[config.mk]
export PLATFORM = sky130hd
export DESIGN_NAME = amp_pulse_gen
export DESIGN_NICKNAME = d
export VERILOG_FILES = /design/src/hw/amp_pulse_gen.v /design/src/hw/amp_width_timer.v
export VERILOG_INCLUDE_DIRS = /design/src /design/src/include
export SDC_FILE = /design/constraint.sdc
export NUM_CORES = 1
export LEC_CHECK = 0
export BUFFER_PORTS_ARGS = -buffer_cell sky130_fd_sc_hd__buf_4
export CAP_MARGIN = 20
export CORE_UTILIZATION = 40
export CTS_CLUSTER_SIZE = 8
export DETAILED_ROUTE_END_ITERATION = 6
export PLACE_DENSITY = 0.58
export SKIP_LAST_GASP = 1
export SYNTH_ARGS = -nofsm -noshare
export SYNTH_HDL_FRONTEND = slang
export SYNTH_HIERARCHICAL = 1
export SYNTH_SLANG_ARGS = --single-unit
[constraint.sdc]
create_clock -name hclk -period 7.11 [get_ports hclk]
set_input_delay 0.711 -clock hclk [delete_from_list [all_inputs] [get_ports hclk]]
set_output_delay 0.711 -clock hclk [all_outputs]
set_load 0.05 [all_outputs]
[src/include/amp_regs.vh]
// Purpose: constants for the amplitude modulation pulse generator
// Assumes: 100 MHz hclk, AHB-Lite register slave, one word per register
// Notes:   times are kept in their own unit; cycle counts derive from them
// Contract
// (RL1) Calibrated pulse repeats at a fixed 1 kHz whatever the rate knob says.
// (RL2) Calibrated pulse is a fixed 1 us wide, width knob ignored.
// (RL3) Internal pulse modes drive a TTL copy of the pulse onto the sync port.
// (RL4) Variable pulse width follows the width knob, 0.1 us to 10 us.
// (RL5) Variable pulse switches RF fully; burst lasts exactly the gate pulse.
// (RL6) Variable pulse repeats at 1 kHz unless the rate control picks another.
// (RL7) Squarewave is 50 percent duty: RF on first half, 30 dB down second.
// (RL8) Squarewave goes out on the sync port; its rate follows the rate control.
// (RL9) Modulation off holds the RF gate on continuously.
// (RL10) Rising-edge external mode starts a pulse on each sync-port low-to-high.
// (RL11) Falling-edge external mode starts a pulse on each sync-port high-to-low.
// (RL12) The outside source drives a TTL pulse signal into the sync port.
// (RL13) Sync port outputs in internal modes, inputs in external modes.
// (RL14) Rate control in preset position gives a fixed 1 kHz.
// (RL15) Rate control in variable position gives 100 Hz to 10 kHz.
// (RL16) Times-five multiplies the variable rate by five, 500 Hz to 50 kHz.
// (RL17) Rate and width come only from local controls, never from the bus.
// (RL18) Period and width come from hclk counters reloaded at each period start.
// (RL19) Trigger passes two flops before edge detect; edges ignored while busy.
`ifndef AMP_REGS_VH
`define AMP_REGS_VH

// register byte addresses
`define AMP_ADDR_CTRL      32'h0000_0000
`define AMP_ADDR_STATUS    32'h0000_0004
`define AMP_ADDR_TRIGCNT   32'h0000_0008
`define AMP_ADDR_KNOBS     32'h0000_000C
`define AMP_ADDR_PERIOD    32'h0000_0010

// control fields
`define AMP_CTRL_MODE_LSB  0
`define AMP_CTRL_MODE_MSB  2
`define AMP_CTRL_CLR_BIT   8
`define AMP_CTRL_RESET     3'h0

// mode codes
`define AMP_MODE_OFF       3'h0
`define AMP_MODE_CAL       3'h1
`define AMP_MODE_VAR       3'h2
`define AMP_MODE_SQUARE    3'h3
`define AMP_MODE_EXT_RISE  3'h4
`define AMP_MODE_EXT_FALL  3'h5

// status fields
`define AMP_STAT_GATE_BIT  0
`define AMP_STAT_ATT_BIT   1
`define AMP_STAT_OE_BIT    2
`define AMP_STAT_BUSY_BIT  3
`define AMP_STAT_SYNC_BIT  4

// timing
`define AMP_CLK_PERIOD_NS    10
`define AMP_PRESET_PERIOD_NS 1000000
`define AMP_CAL_WIDTH_NS     1000
`define AMP_WIDTH_UNIT_NS    100
`define AMP_WIDTH_MIN        7'h01
`define AMP_WIDTH_MAX        7'h64
`define AMP_RATE_UNIT_NS     10000
`define AMP_RATE_MIN         10'h00A
`define AMP_RATE_MAX         10'h3E8
`define AMP_X5_FACTOR        5

`endif

[src/hw/amp_pulse_gen.v]
// Purpose: amplitude modulation gate generator with AHB-Lite registers
// Assumes: knob inputs are slow pins; bus on hclk; one slave on the bus
// Notes:   rate and width knobs are read-only to software
`timescale 1ns/1ns
`default_nettype none
`include "amp_regs.vh"
module amp_pulse_gen #(
  parameter [19:0] PRESET_PERIOD_CYC = `AMP_PRESET_PERIOD_NS / `AMP_CLK_PERIOD_NS
) (
  // clock and reset
  input  wire        hclk,
  input  wire        hresetn,
  // ahb-lite slave
  input  wire        hsel,
  input  wire [31:0] haddr,
  input  wire [1:0]  htrans,
  input  wire        hwrite,
  input  wire [2:0]  hsize,
  input  wire [31:0] hwdata,
  input  wire        hready,
  output wire        hreadyout,
  output wire        hresp,
  output wire [31:0] hrdata,
  // local front-panel controls
  input  wire        pulse_rate_control,
  input  wire [9:0]  rate_setting,
  input  wire        rate_times_five,
  input  wire [6:0]  width_setting,
  // sync port, two-way
  input  wire        am_sync_port_in,
  output wire        am_sync_port_out,
  output wire        am_sync_port_oe,
  // rf modulator drive
  output wire        rf_gate_on,
  output wire        rf_atten_30db
);
  localparam [19:0] RATE_UNIT_CYC = `AMP_RATE_UNIT_NS / `AMP_CLK_PERIOD_NS;
  localparam [19:0] RATE_X5_CYC   = RATE_UNIT_CYC / `AMP_X5_FACTOR;
  localparam [9:0]  CAL_WIDTH_CYC =
    (`AMP_CAL_WIDTH_NS + `AMP_CLK_PERIOD_NS - 1) / `AMP_CLK_PERIOD_NS;
  localparam [9:0]  WIDTH_UNIT_CYC = `AMP_WIDTH_UNIT_NS / `AMP_CLK_PERIOD_NS;

  // ---------------------------------------------------------------
  // bus slave
  // ---------------------------------------------------------------
  reg        wr_pend_q;
  reg [31:0] wr_addr_q;
  reg [2:0]  mode_q;
  reg [2:0]  mode_prev_q;
  reg        clr_req_q;
  reg [31:0] hrdata_q;
  wire       bus_acc;
  wire [2:0] wr_mode;
  wire       wr_mode_ok;
  reg [31:0] rd_mux;

  // zero wait states: every transfer finishes in its first data cycle
  assign hreadyout = 1'b1;
  assign hresp     = 1'b0;
  assign hrdata    = hrdata_q;
  assign bus_acc   = hsel & htrans[1] & hready;
  assign wr_mode   = hwdata[`AMP_CTRL_MODE_MSB:`AMP_CTRL_MODE_LSB];
  // codes above the last mode are not stored, so the mode stays decodable
  assign wr_mode_ok = (wr_mode <= `AMP_MODE_EXT_FALL);

  // address phase capture for writes
  always @(posedge hclk or negedge hresetn) begin
    if (!hresetn) begin
      wr_pend_q <= 1'b0;
      wr_addr_q <= 32'h0000_0000;
    end else begin
      wr_pend_q <= bus_acc & hwrite;
      if (bus_acc) begin
        wr_addr_q <= haddr;
      end
    end
  end

  // control register; mode and count clear are written here, knobs are read-only
  always @(posedge hclk or negedge hresetn) begin
    if (!hresetn) begin
      mode_q    <= `AMP_CTRL_RESET;
      clr_req_q <= 1'b0;
    end else begin
      clr_req_q <= 1'b0;
      if (wr_pend_q && wr_addr_q == `AMP_ADDR_CTRL) begin
        if (wr_mode_ok) begin
          mode_q <= wr_mode; // RL17
        end
        clr_req_q <= hwdata[`AMP_CTRL_CLR_BIT];
      end
    end
  end

  // ---------------------------------------------------------------
  // pin synchronisers
  // ---------------------------------------------------------------
  reg        sync_m_q;
  reg        sync_s_q;
  reg        sync_d_q;
  reg        prc_m_q;
  reg        prc_s_q;
  reg        x5_m_q;
  reg        x5_s_q;
  reg [9:0]  rate_m_q;
  reg [9:0]  rate_s_q;
  reg [6:0]  wid_m_q;
  reg [6:0]  wid_s_q;

  // knob buses are synchronised bitwise; a value caught mid-turn is
  // harmless because it is only taken at a period start or an external trigger
  always @(posedge hclk or negedge hresetn) begin
    if (!hresetn) begin
      sync_m_q <= 1'b0;
      sync_s_q <= 1'b0;
      sync_d_q <= 1'b0;
      prc_m_q  <= 1'b1;
      prc_s_q  <= 1'b1;
      x5_m_q   <= 1'b0;
      x5_s_q   <= 1'b0;
      rate_m_q <= 10'h000;
      rate_s_q <= 10'h000;
      wid_m_q  <= 7'h00;
      wid_s_q  <= 7'h00;
    end else begin
      sync_m_q <= am_sync_port_in; // RL19
      sync_s_q <= sync_m_q; // RL19
      sync_d_q <= sync_s_q;
      prc_m_q  <= pulse_rate_control;
      prc_s_q  <= prc_m_q;
      x5_m_q   <= rate_times_five;
      x5_s_q   <= x5_m_q;
      rate_m_q <= rate_setting;
      rate_s_q <= rate_m_q;
      wid_m_q  <= width_setting;
      wid_s_q  <= wid_m_q;
    end
  end

  // ---------------------------------------------------------------
  // mode decode
  // ---------------------------------------------------------------
  wire is_off  = (mode_q == `AMP_MODE_OFF);
  wire is_cal  = (mode_q == `AMP_MODE_CAL);
  wire is_var  = (mode_q == `AMP_MODE_VAR);
  wire is_sq   = (mode_q == `AMP_MODE_SQUARE);
  wire is_rise = (mode_q == `AMP_MODE_EXT_RISE);
  wire is_fall = (mode_q == `AMP_MODE_EXT_FALL);
  wire is_int  = is_cal | is_var | is_sq;
  wire is_ext  = is_rise | is_fall;

  // ---------------------------------------------------------------
  // rate and width selection from the local knobs
  // ---------------------------------------------------------------
  reg  [9:0]  rate_units;
  reg  [6:0]  wid_units;
  wire [19:0] var_period;
  wire [19:0] sel_period;
  wire [9:0]  var_width;
  wire [9:0]  sel_width;

  // clamp knob readings into the documented spans
  always @* begin
    rate_units = rate_s_q;
    if (rate_s_q < `AMP_RATE_MIN) begin
      rate_units = `AMP_RATE_MIN; // RL15
    end else if (rate_s_q > `AMP_RATE_MAX) begin
      rate_units = `AMP_RATE_MAX; // RL15
    end
    wid_units = wid_s_q;
    if (wid_s_q < `AMP_WIDTH_MIN) begin
      wid_units = `AMP_WIDTH_MIN; // RL4
    end else if (wid_s_q > `AMP_WIDTH_MAX) begin
      wid_units = `AMP_WIDTH_MAX; // RL4
    end
  end

  // times five shortens the period by the factor, span 500 Hz to 50 kHz
  assign var_period = {10'h000, rate_units} *
                      (x5_s_q ? RATE_X5_CYC : RATE_UNIT_CYC); // RL16
  // calibrated mode or the preset detent ignore the variable setting
  assign sel_period = (is_cal | prc_s_q) ? PRESET_PERIOD_CYC // RL1 RL14
                                         : var_period; // RL6 RL8
  assign var_width  = {3'h0, wid_units} * WIDTH_UNIT_CYC; // RL4
  assign sel_width  = is_cal ? CAL_WIDTH_CYC : var_width; // RL2

  // ---------------------------------------------------------------
  // period counter
  // ---------------------------------------------------------------
  reg  [19:0] per_cnt_q;
  reg  [19:0] per_len_q;
  reg  [19:0] half_q;
  reg         first_q;
  wire        wrap;
  wire        period_start;
  wire        sq_level;

  assign wrap         = (per_cnt_q >= per_len_q - 20'h0_0001);
  assign period_start = is_int & (first_q | wrap);
  // first half of each period is the high half of the square
  assign sq_level     = is_sq & ~first_q & (per_cnt_q < half_q); // RL7

  // a mode change restarts the period so the first pulse is whole
  always @(posedge hclk or negedge hresetn) begin
    if (!hresetn) begin
      mode_prev_q <= `AMP_CTRL_RESET;
      first_q     <= 1'b1;
      per_cnt_q   <= 20'h0_0000;
      per_len_q   <= 20'h0_0001;
      half_q      <= 20'h0_0000;
    end else begin
      mode_prev_q <= mode_q;
      if (mode_prev_q != mode_q || !is_int) begin
        first_q   <= 1'b1;
        per_cnt_q <= 20'h0_0000;
      end else if (period_start) begin
        first_q   <= 1'b0;
        per_cnt_q <= 20'h0_0000; // RL18
        per_len_q <= sel_period; // RL18
        half_q    <= {1'b0, sel_period[19:1]}; // RL7
      end else begin
        per_cnt_q <= per_cnt_q + 20'h0_0001;
      end
    end
  end

  // ---------------------------------------------------------------
  // pulse timer, shared by internal and triggered pulses
  // ---------------------------------------------------------------
  wire ext_rise = sync_s_q & ~sync_d_q;
  wire ext_fall = ~sync_s_q & sync_d_q;
  wire ext_edge = (is_rise & ext_rise) | // RL10
                  (is_fall & ext_fall); // RL11
  wire tmr_start = (period_start & (is_cal | is_var)) | ext_edge;
  wire tmr_busy;
  wire tmr_acc;

  amp_width_timer #(
    .W (10)
  ) u_timer (
    .hclk     (hclk),
    .hresetn  (hresetn),
    .start    (tmr_start),
    .width    (sel_width),
    .busy     (tmr_busy),
    .accepted (tmr_acc)
  );

  // ---------------------------------------------------------------
  // trigger accounting
  // ---------------------------------------------------------------
  reg [15:0] trig_cnt_q;
  reg [15:0] miss_cnt_q;
  wire       trig_miss = ext_edge & ~tmr_acc;

  // a count that lands with a clear survives as one
  always @(posedge hclk or negedge hresetn) begin
    if (!hresetn) begin
      trig_cnt_q <= 16'h0000;
      miss_cnt_q <= 16'h0000;
    end else begin
      if (clr_req_q) begin
        trig_cnt_q <= {15'h0000, ext_edge & tmr_acc};
        miss_cnt_q <= {15'h0000, trig_miss};
      end else begin
        if (ext_edge & tmr_acc) begin
          trig_cnt_q <= trig_cnt_q + 16'h0001;
        end
        if (trig_miss) begin
          miss_cnt_q <= miss_cnt_q + 16'h0001; // RL19
        end
      end
    end
  end

  // ---------------------------------------------------------------
  // rf and sync drive, all from flops
  // ---------------------------------------------------------------
  reg gate_q;
  reg att_q;
  reg sync_out_q;
  reg sync_oe_q;

  // pulse modes blank fully; square drops 30 dB in its low half
  always @(posedge hclk or negedge hresetn) begin
    if (!hresetn) begin
      gate_q     <= 1'b1;
      att_q      <= 1'b0;
      sync_out_q <= 1'b0;
      sync_oe_q  <= 1'b0;
    end else begin
      sync_oe_q  <= is_int; // RL13
      sync_out_q <= 1'b0;
      att_q      <= 1'b0;
      if (is_off) begin
        gate_q <= 1'b1; // RL9
      end else if (is_sq) begin
        gate_q     <= sq_level; // RL7
        att_q      <= ~sq_level; // RL7
        sync_out_q <= sq_level; // RL8
      end else if (is_ext) begin
        gate_q <= tmr_busy; // RL10 RL11
      end else begin
        gate_q     <= tmr_busy; // RL5
        sync_out_q <= tmr_busy; // RL3
      end
    end
  end

  assign rf_gate_on       = gate_q;
  assign rf_atten_30db    = att_q;
  assign am_sync_port_out = sync_out_q;
  assign am_sync_port_oe  = sync_oe_q;

  // ---------------------------------------------------------------
  // read data, latched in the address phase
  // ---------------------------------------------------------------
  always @* begin
    rd_mux = 32'h0000_0000;
    case (haddr)
      `AMP_ADDR_CTRL: begin
        rd_mux[`AMP_CTRL_MODE_MSB:`AMP_CTRL_MODE_LSB] = mode_q;
      end
      `AMP_ADDR_STATUS: begin
        rd_mux[`AMP_STAT_GATE_BIT] = gate_q;
        rd_mux[`AMP_STAT_ATT_BIT]  = att_q;
        rd_mux[`AMP_STAT_OE_BIT]   = sync_oe_q;
        rd_mux[`AMP_STAT_BUSY_BIT] = tmr_busy;
        rd_mux[`AMP_STAT_SYNC_BIT] = sync_s_q;
      end
      `AMP_ADDR_TRIGCNT: begin
        rd_mux = {miss_cnt_q, trig_cnt_q};
      end
      `AMP_ADDR_KNOBS: begin
        rd_mux = {5'h00, x5_s_q, prc_s_q, wid_units, 8'h00, rate_units};
      end
      `AMP_ADDR_PERIOD: begin
        rd_mux = {12'h000, per_len_q};
      end
      default: begin
        rd_mux = 32'h0000_0000;
      end
    endcase
  end

  always @(posedge hclk or negedge hresetn) begin
    if (!hresetn) begin
      hrdata_q <= 32'h0000_0000;
    end else if (bus_acc & ~hwrite) begin
      hrdata_q <= rd_mux;
    end
  end

  // hsize is accepted as a whole word on every transfer
  wire unused_ok = &{1'b0, hsize};
endmodule // amp_pulse_gen
`default_nettype wire

[src/hw/amp_width_timer.v]
// Purpose: one-shot that holds busy for exactly width cycles
// Assumes: start and width come from logic on the same clock
// Notes:   a start while busy is dropped, not queued
`timescale 1ns/1ns
`default_nettype none
module amp_width_timer #(
  parameter W = 10
) (
  // clock and reset
  input  wire         hclk,
  input  wire         hresetn,
  // request
  input  wire         start,
  input  wire [W-1:0] width,
  // state
  output wire         busy,
  output wire         accepted
);
  localparam [1:0] ST_IDLE = 2'b01;
  localparam [1:0] ST_RUN  = 2'b10;

  reg [1:0]   state_q;
  reg [W-1:0] cnt_q;

  // a zero width is refused so a pulse never collapses to nothing
  assign accepted = start & state_q[0] & (width != {W{1'b0}}); // RL19
  assign busy     = state_q[1];

  // width counter loaded once per pulse
  always @(posedge hclk or negedge hresetn) begin
    if (!hresetn) begin
      state_q <= ST_IDLE;
      cnt_q   <= {W{1'b0}};
    end else begin
      case (state_q)
        ST_IDLE: begin
          if (accepted) begin
            cnt_q   <= width - {{(W-1){1'b0}}, 1'b1}; // RL18
            state_q <= ST_RUN;
          end
        end
        ST_RUN: begin
          if (cnt_q == {W{1'b0}}) begin
            state_q <= ST_IDLE;
          end else begin
            cnt_q <= cnt_q - {{(W-1){1'b0}}, 1'b1};
          end
        end
        default: begin
          state_q <= ST_IDLE;
        end
      endcase
    end
  end
endmodule // amp_width_timer
`default_nettype wire

==> impl_metrics.yaml, run 1 <==
synth:
  synth-adder-area-share_pct: 16.2
  synth_top_area_share_pct: 39.8
  synth_compound_area_share_pct: 10.9
  ys_types: 74
  synthesis.area_um2: 12200
  synth_area_leaders: "dfrtp_1 (40%), ha_1 (11%), fa_1 (4.9%), mux2_2 (3.9%), nor2_1 (3.7%)"
  yosys.area.top_type: "dfrtp_1"
  synth.avg_cell_area_um2: 9.89
  synthMuxAreaShare_pct: 6.03
  synth_simple_gate_area_share_pct: 16.4
  yosysMostFrequentCell: "dfrtp_1"
  synth_edf_count: 0
  yosys.area_share.xor_xnor_pct: 4.95
  synth_ff_type: "dfrtp_1"
  synth_top_family_by_area: "simple AND/OR/NAND/NOR gates"
  yosys-top-cells-count: "dfrtp_1 (194), nor2_1 (119), ha_1 (110)"
  async_flop_share_pct: 100
  ys_seq_area_share_pct: 41.1
  ys.warnings.count: 6
  synth_seq_cells: 200
  synthCells: 1233
detailed_routing:
  first_pass_iters: 5
  drt-wirelength-per-cell_um: 16.1
  viasPerCell: 5.20
  antenna_left: 0
  first_iter_violations: 450
  wl_um: 27800
  drc_errors: 0
  via_count: 8963
clock_network:
  htreeDepth: 4
  ctsHoldBuffers: 0
  clock_latency_ps: 440
  clkTransAtPathRegs_ps: 80
  cts_tree: "yes"
  cts_inserted_buffers: 17
  cts.sinks: 200
  post_cts.repair.setup_buffers: 0
  cts-root-buf: "clkbuf_16"
  cts_resized: 0
  clk_path_buf_depth: 2
floorplanning:
  initial_utilization_pct: 40.9
  core-area_um2: 29800
  die_y_um: 177
  die_w_um: 177
  ios: 132
  row_count: 63
  die_area_um2: 31200
layout:
  area_delta_synth_final_pct: 14.5
  drive_gt1_share_pct: 15.6
  nets: 1555
  layout.area.seq_um2: 5010
  finalNonFillerCells: 1724
  fillerInstances: 2871
  multiInputGateArea_um2: 6680
  antennaDiodeCount: 0
setup_path:
  critical_path_class: "register to register"
  critPathLaunchType: "register"
  arrival_ps: 6500
  required_ps: 7460
  critical_path.max_fanout: 7
  cp-end-kind: "register"
sta:
  tightest_slew_ps: 1020
  setup_violations: 0
  finClkSkew_ps: 16.6
  hold_viol: 0
  post-route-period-util_pct: 86.6
  slew_headroom_pct: 31.3
  drv_slew: 0
  fmax_ghz: 0.162
  finalCriticalPeriod_ps: 6150
  grt_setup_unrepaired: "false"
  tns_ps: 0
placement:
  place.gp.congestion: 0.829
  dpl.hpwl_um: 21100
  placedCellCount: 1690
  portBuffers: 97
run_status:
  status: "finished clean"
run:
  maxCapViolCount: 0
power_and_ir_drop:
  peakVddDrop_mv: 0.186
  power.density_nw_per_um2: 261
  p_leak_nw: 6.45
global_route:
  grt_overflow_total: 0
  track_usage_pct: 18.7
  grt_pass1_wl_um: 45900
  grt_pass1_vias: 8723
  antenna_found_initial: 0
  grt_max_degree: 80
hold_path:
  hp-class: "input pin to asynchronous set/reset pin"
## registers in the layout, summed over array words and instances (netlist names), 7 cells and up
signal and count:
miss_cnt_q 16, per_cnt_q 20, rate_s_q 10, hrdata 32, wid_m_q 7, wr_addr_q 32, u_timer/cnt_q 10, wid_s_q 7
per_len_q 18, rate_m_q 10, trig_cnt_q 16
## per-stage QoR
| step | instance area, um^2 | total power [mW] | util (%) | setup slack (ps) | hold slack (ps) |
|---|---|---|---|---|---|
| floorplan | 12200 | 2.34 | - | 1600 | 331 |
| global placement | 13300 | 2.66 | 44.8 | 1030 | 333 |
| detailed placement | 13300 | 2.67 | 44.8 | 977 | 335 |
| CTS | 13900 | 3.67 | 46.7 | 917 | 192 |
| global route | 14000 | 3.91 | 46.9 | 347 | 211 |
| finish | 14000 | 3.64 | 46.9 | 956 | 190 |
## path summary, 6_finish.rpt
kind / startpoint / to / slack (ps) / cells after the start
min in group hclk: wid_m_q[0] / wid_s_q[0] / 350 / 0
max: rate_s_q[7] / per_len_q[18] / 960 / 23
min: hresetn / u_timer/cnt_q[5] / 190 / 1
min reg2reg: wid_m_q[0] / wid_s_q[0] / 350 / 0
max in group asynchronous: hresetn / rate_m_q[7] / 5620 / 2
max reg2reg: rate_s_q[7] / per_len_q[18] / 960 / 23
## worst max-delay path, stage by stage (launching register included)
cell      delay, ps
dfrtp_1         500
or4_1           590
nor4b_1         350
o32ai_1         210
nand2_1         210
nor2_1          100
nand2_1          80
o21ai_0          80
ha_1            280
inv_1            50
fa_1            520
inv_1            50
fa_1            500
fa_1            490
ha_1            320
inv_1            70
fa_1            460
nor2b_1         190
o21bai_1         80
a21boi_0        290
o21ai_0         160
o21ai_0         210
xnor2_1         100
o31ai_1         180
## per-layer routing
| layer | vias to the layer above | global-route usage [%] | wire length, um |
|---|---|---|---|
| met1 | 4338 | 26.5 | 13700 |
| met3 | 16 | 3.01 | 883 |
| li1 | 4471 | - | - |
| met5 | - | 0 | 0 |
| met4 | 0 | 5.39 | 369 |
| met2 | 138 | 29.4 | 12800 |
## cell usage in the layout (no fill, tap or decap), types with 30 or more instances in the layout
cell     count
dfrtp_1    194
nor3_1      30
mux2_2      42
a21oi_1     51
o21ai_0     76
nand2_1    101
inv_1       93
fa_1        30
buf_4      105
ha_1       110
nor2_1     119
xnor2_1     42
## cell type report
class	count	share of cell area, %
multi-input combinational	900	47.8
sequential	200	35.9
timing repair buffer	108	6.05
tap	390	3.49
clock buffer	18	3.07
inverter	94	2.53
clock inverter	14	1.12
## power by group
group	leakage, nW	total (mW)	internal (mW)	switching [mW]
Clock	0.286	0.983	0.502	0.482
Sequential	2.53	1.43	1.27	0.157
Combinational	3.63	1.23	0.541	0.688
Total	6.45	3.64	2.32	1.33
## logic make-up after synthesis
logic type / Yosys count
simple gates: 404
mux: 67
fa+ha+maj: 140
buf+inv: 136
compound gates: 215
other cells: 2
flops: 200
xor+xnor: 69
No activity file was read; power rests on OpenSTA's default activity.
==> inputs of run 2 (changes only) <==
clock period = 6.7 ns   (was 7.11 ns; I/O delays follow)
==> impl_metrics.yaml, run 2 (synthesized netlist as in run 1, its figures left out) <==
run_status:
  status: "finished clean"
layout:
  final_cell_mix: "dfrtp_1 (194), nor2_1 (119), ha_1 (110)"
  fillerInstances: 2855
  drive_gt1_share_pct: 15.7
  antennaDiodeCount: 0
  nets: 1556
  finalNonFillerCells: 1725
  area_delta_synth_final_pct: 14.3
  final_common_cell: "dfrtp_1"
sta:
  slew_headroom_pct: 26.7
  grt_setup_unrepaired: "false"
  finClkSkew_ps: 16.1
  drv_slew: 0
  fmax_ghz: 0.163
  setup_violations: 0
  finalCriticalPeriod_ps: 6120
  tightest_slew_ps: 1090
  layout_setup_ws_ps: 576
  hold_viol: 0
  post-route-period-util_pct: 91.4
  tns_ps: 0
setup_path:
  critical_path.max_fanout: 7
  cp-end-kind: "register"
  critical_path_class: "register to register"
  required_ps: 7040
  arrival_ps: 6470
  critPathLaunchType: "register"
clock_network:
  cts_resized: 0
  cts-root-buf: "clkbuf_16"
  cts_inserted_buffers: 17
  clkTransAtPathRegs_ps: 80
  post_cts.repair.setup_buffers: 0
  ctsHoldBuffers: 0
  cts.sinks: 200
  cts_tree: "yes"
  clk_path_buf_depth: 2
  htreeDepth: 4
  clock_latency_ps: 430
power_and_ir_drop:
  p_leak_nw: 6.44
  power.density_nw_per_um2: 274
  peakVddDrop_mv: 0.195
  p_total_mw: 3.82
detailed_routing:
  via_count: 8953
  first_iter_violations: 568
  drt-wirelength-per-cell_um: 16.1
  drc_errors: 0
  first_pass_iters: 5
  antenna_left: 0
  wl_um: 27800
  viasPerCell: 5.19
global_route:
  antenna_found_initial: 0
  grt_pass1_wl_um: 45600
  track_usage_pct: 18.6
  grt_pass1_vias: 8801
  grt_overflow_total: 0
  grt_max_degree: 80
floorplanning:
  initial_utilization_pct: 40.9
  ios: 132
  die_y_um: 177
  row_count: 63
  die_w_um: 177
  die_area_um2: 31200
  core-area_um2: 29800
placement:
  portBuffers: 97
  place.gp.congestion: 0.832
  placedCellCount: 1692
  post-place-ws_ps: 579
  dpl.hpwl_um: 21100
run:
  maxCapViolCount: 0
hold_path:
  hp-class: "input pin to asynchronous set/reset pin"
-- run 2: cell count changes in the layout (fill, tap and decap cells not counted), sizes merged --
| cell | before | now |
|---|---|---|
| inv | 102 | 103 |
| clkinvlp | 1 | 3 |
| buf | 107 | 108 |
| bufinv | 1 | 0 |
| clkinv | 4 | 2 |
-- run 2: final timing paths --
path / slack (ps) / start / depth (start not counted) / endpoint
max: 580 / rate_s_q[6] / 23 / per_len_q[18]
min: 150 / hresetn / 1 / u_timer/cnt_q[5]
max reg2reg: 580 / rate_s_q[6] / 23 / per_len_q[18]
min reg2reg: 350 / wid_m_q[6] / 0 / wid_s_q[6]
max in group asynchronous: 5230 / hresetn / 2 / trig_cnt_q[5]
min in group hclk: 340 / rate_setting[8] / 1 / rate_m_q[8]
-- run 2: metrics by stage --
stage / hold WS [ps] / utilization, % / area, um^2
2_1_floorplan: 331 / - / 12200
3_3_place_gp: 333 / 44.8 / 13300
5_1_grt: 166 / 46.8 / 13900
4_1_cts: 152 / 46.7 / 13900
6_report: 148 / 46.8 / 13900
3_5_place_dp: 335 / 44.8 / 13300
-- run 2: power breakdown --
group	total (mW)	internal, mW	leakage [nW]	switching (mW)
logic	1.30	0.573	3.63	0.731
clock network	1.00	0.495	0.269	0.505
registers	1.52	1.35	2.53	0.166
total	3.82	2.42	6.44	1.40
-- run 2: critical path, cell delays in order (launching register included) --
cell and delay, ps:
dfrtp_1 500, or4_1 580, nor4b_1 370, o32ai_1 210
nand2_1 210, nor2_1 100, nand2_1 80, o21ai_0 80
ha_1 280, inv_1 50, fa_1 520, inv_1 50
fa_1 500, fa_1 490, ha_1 320, inv_1 60
fa_1 460, nor2b_1 160, o21bai_1 90, a21boi_0 290
o21ai_0 150, o21ai_0 200, xnor2_1 100, o31ai_1 180
-- run 2: area by class of cell --
| cell class | count | area (um^2) | area share, % |
|---|---|---|---|
| Multi-Input combinational cell | 900 | 6680 | 47.9 |
| Sequential cell | 200 | 5010 | 36.0 |
| Clock buffer | 18 | 429 | 3.08 |
| Tap cell | 390 | 488 | 3.50 |
| Clock inverter | 14 | 133 | 0.952 |
| Timing Repair Buffer | 109 | 845 | 6.06 |
| Inverter | 94 | 353 | 2.53 |
-- run 2: routing by layer --
layer  part of all wire [%]  GRT usage, %  vias to the layer above
met3                    3.7          3.07                       15
met4                   0.67          3.23                        0
met2                     47          30.3                      166
li1                       -             -                     4473
met1                     49          26.2                     4299
met5                      0             0                        -
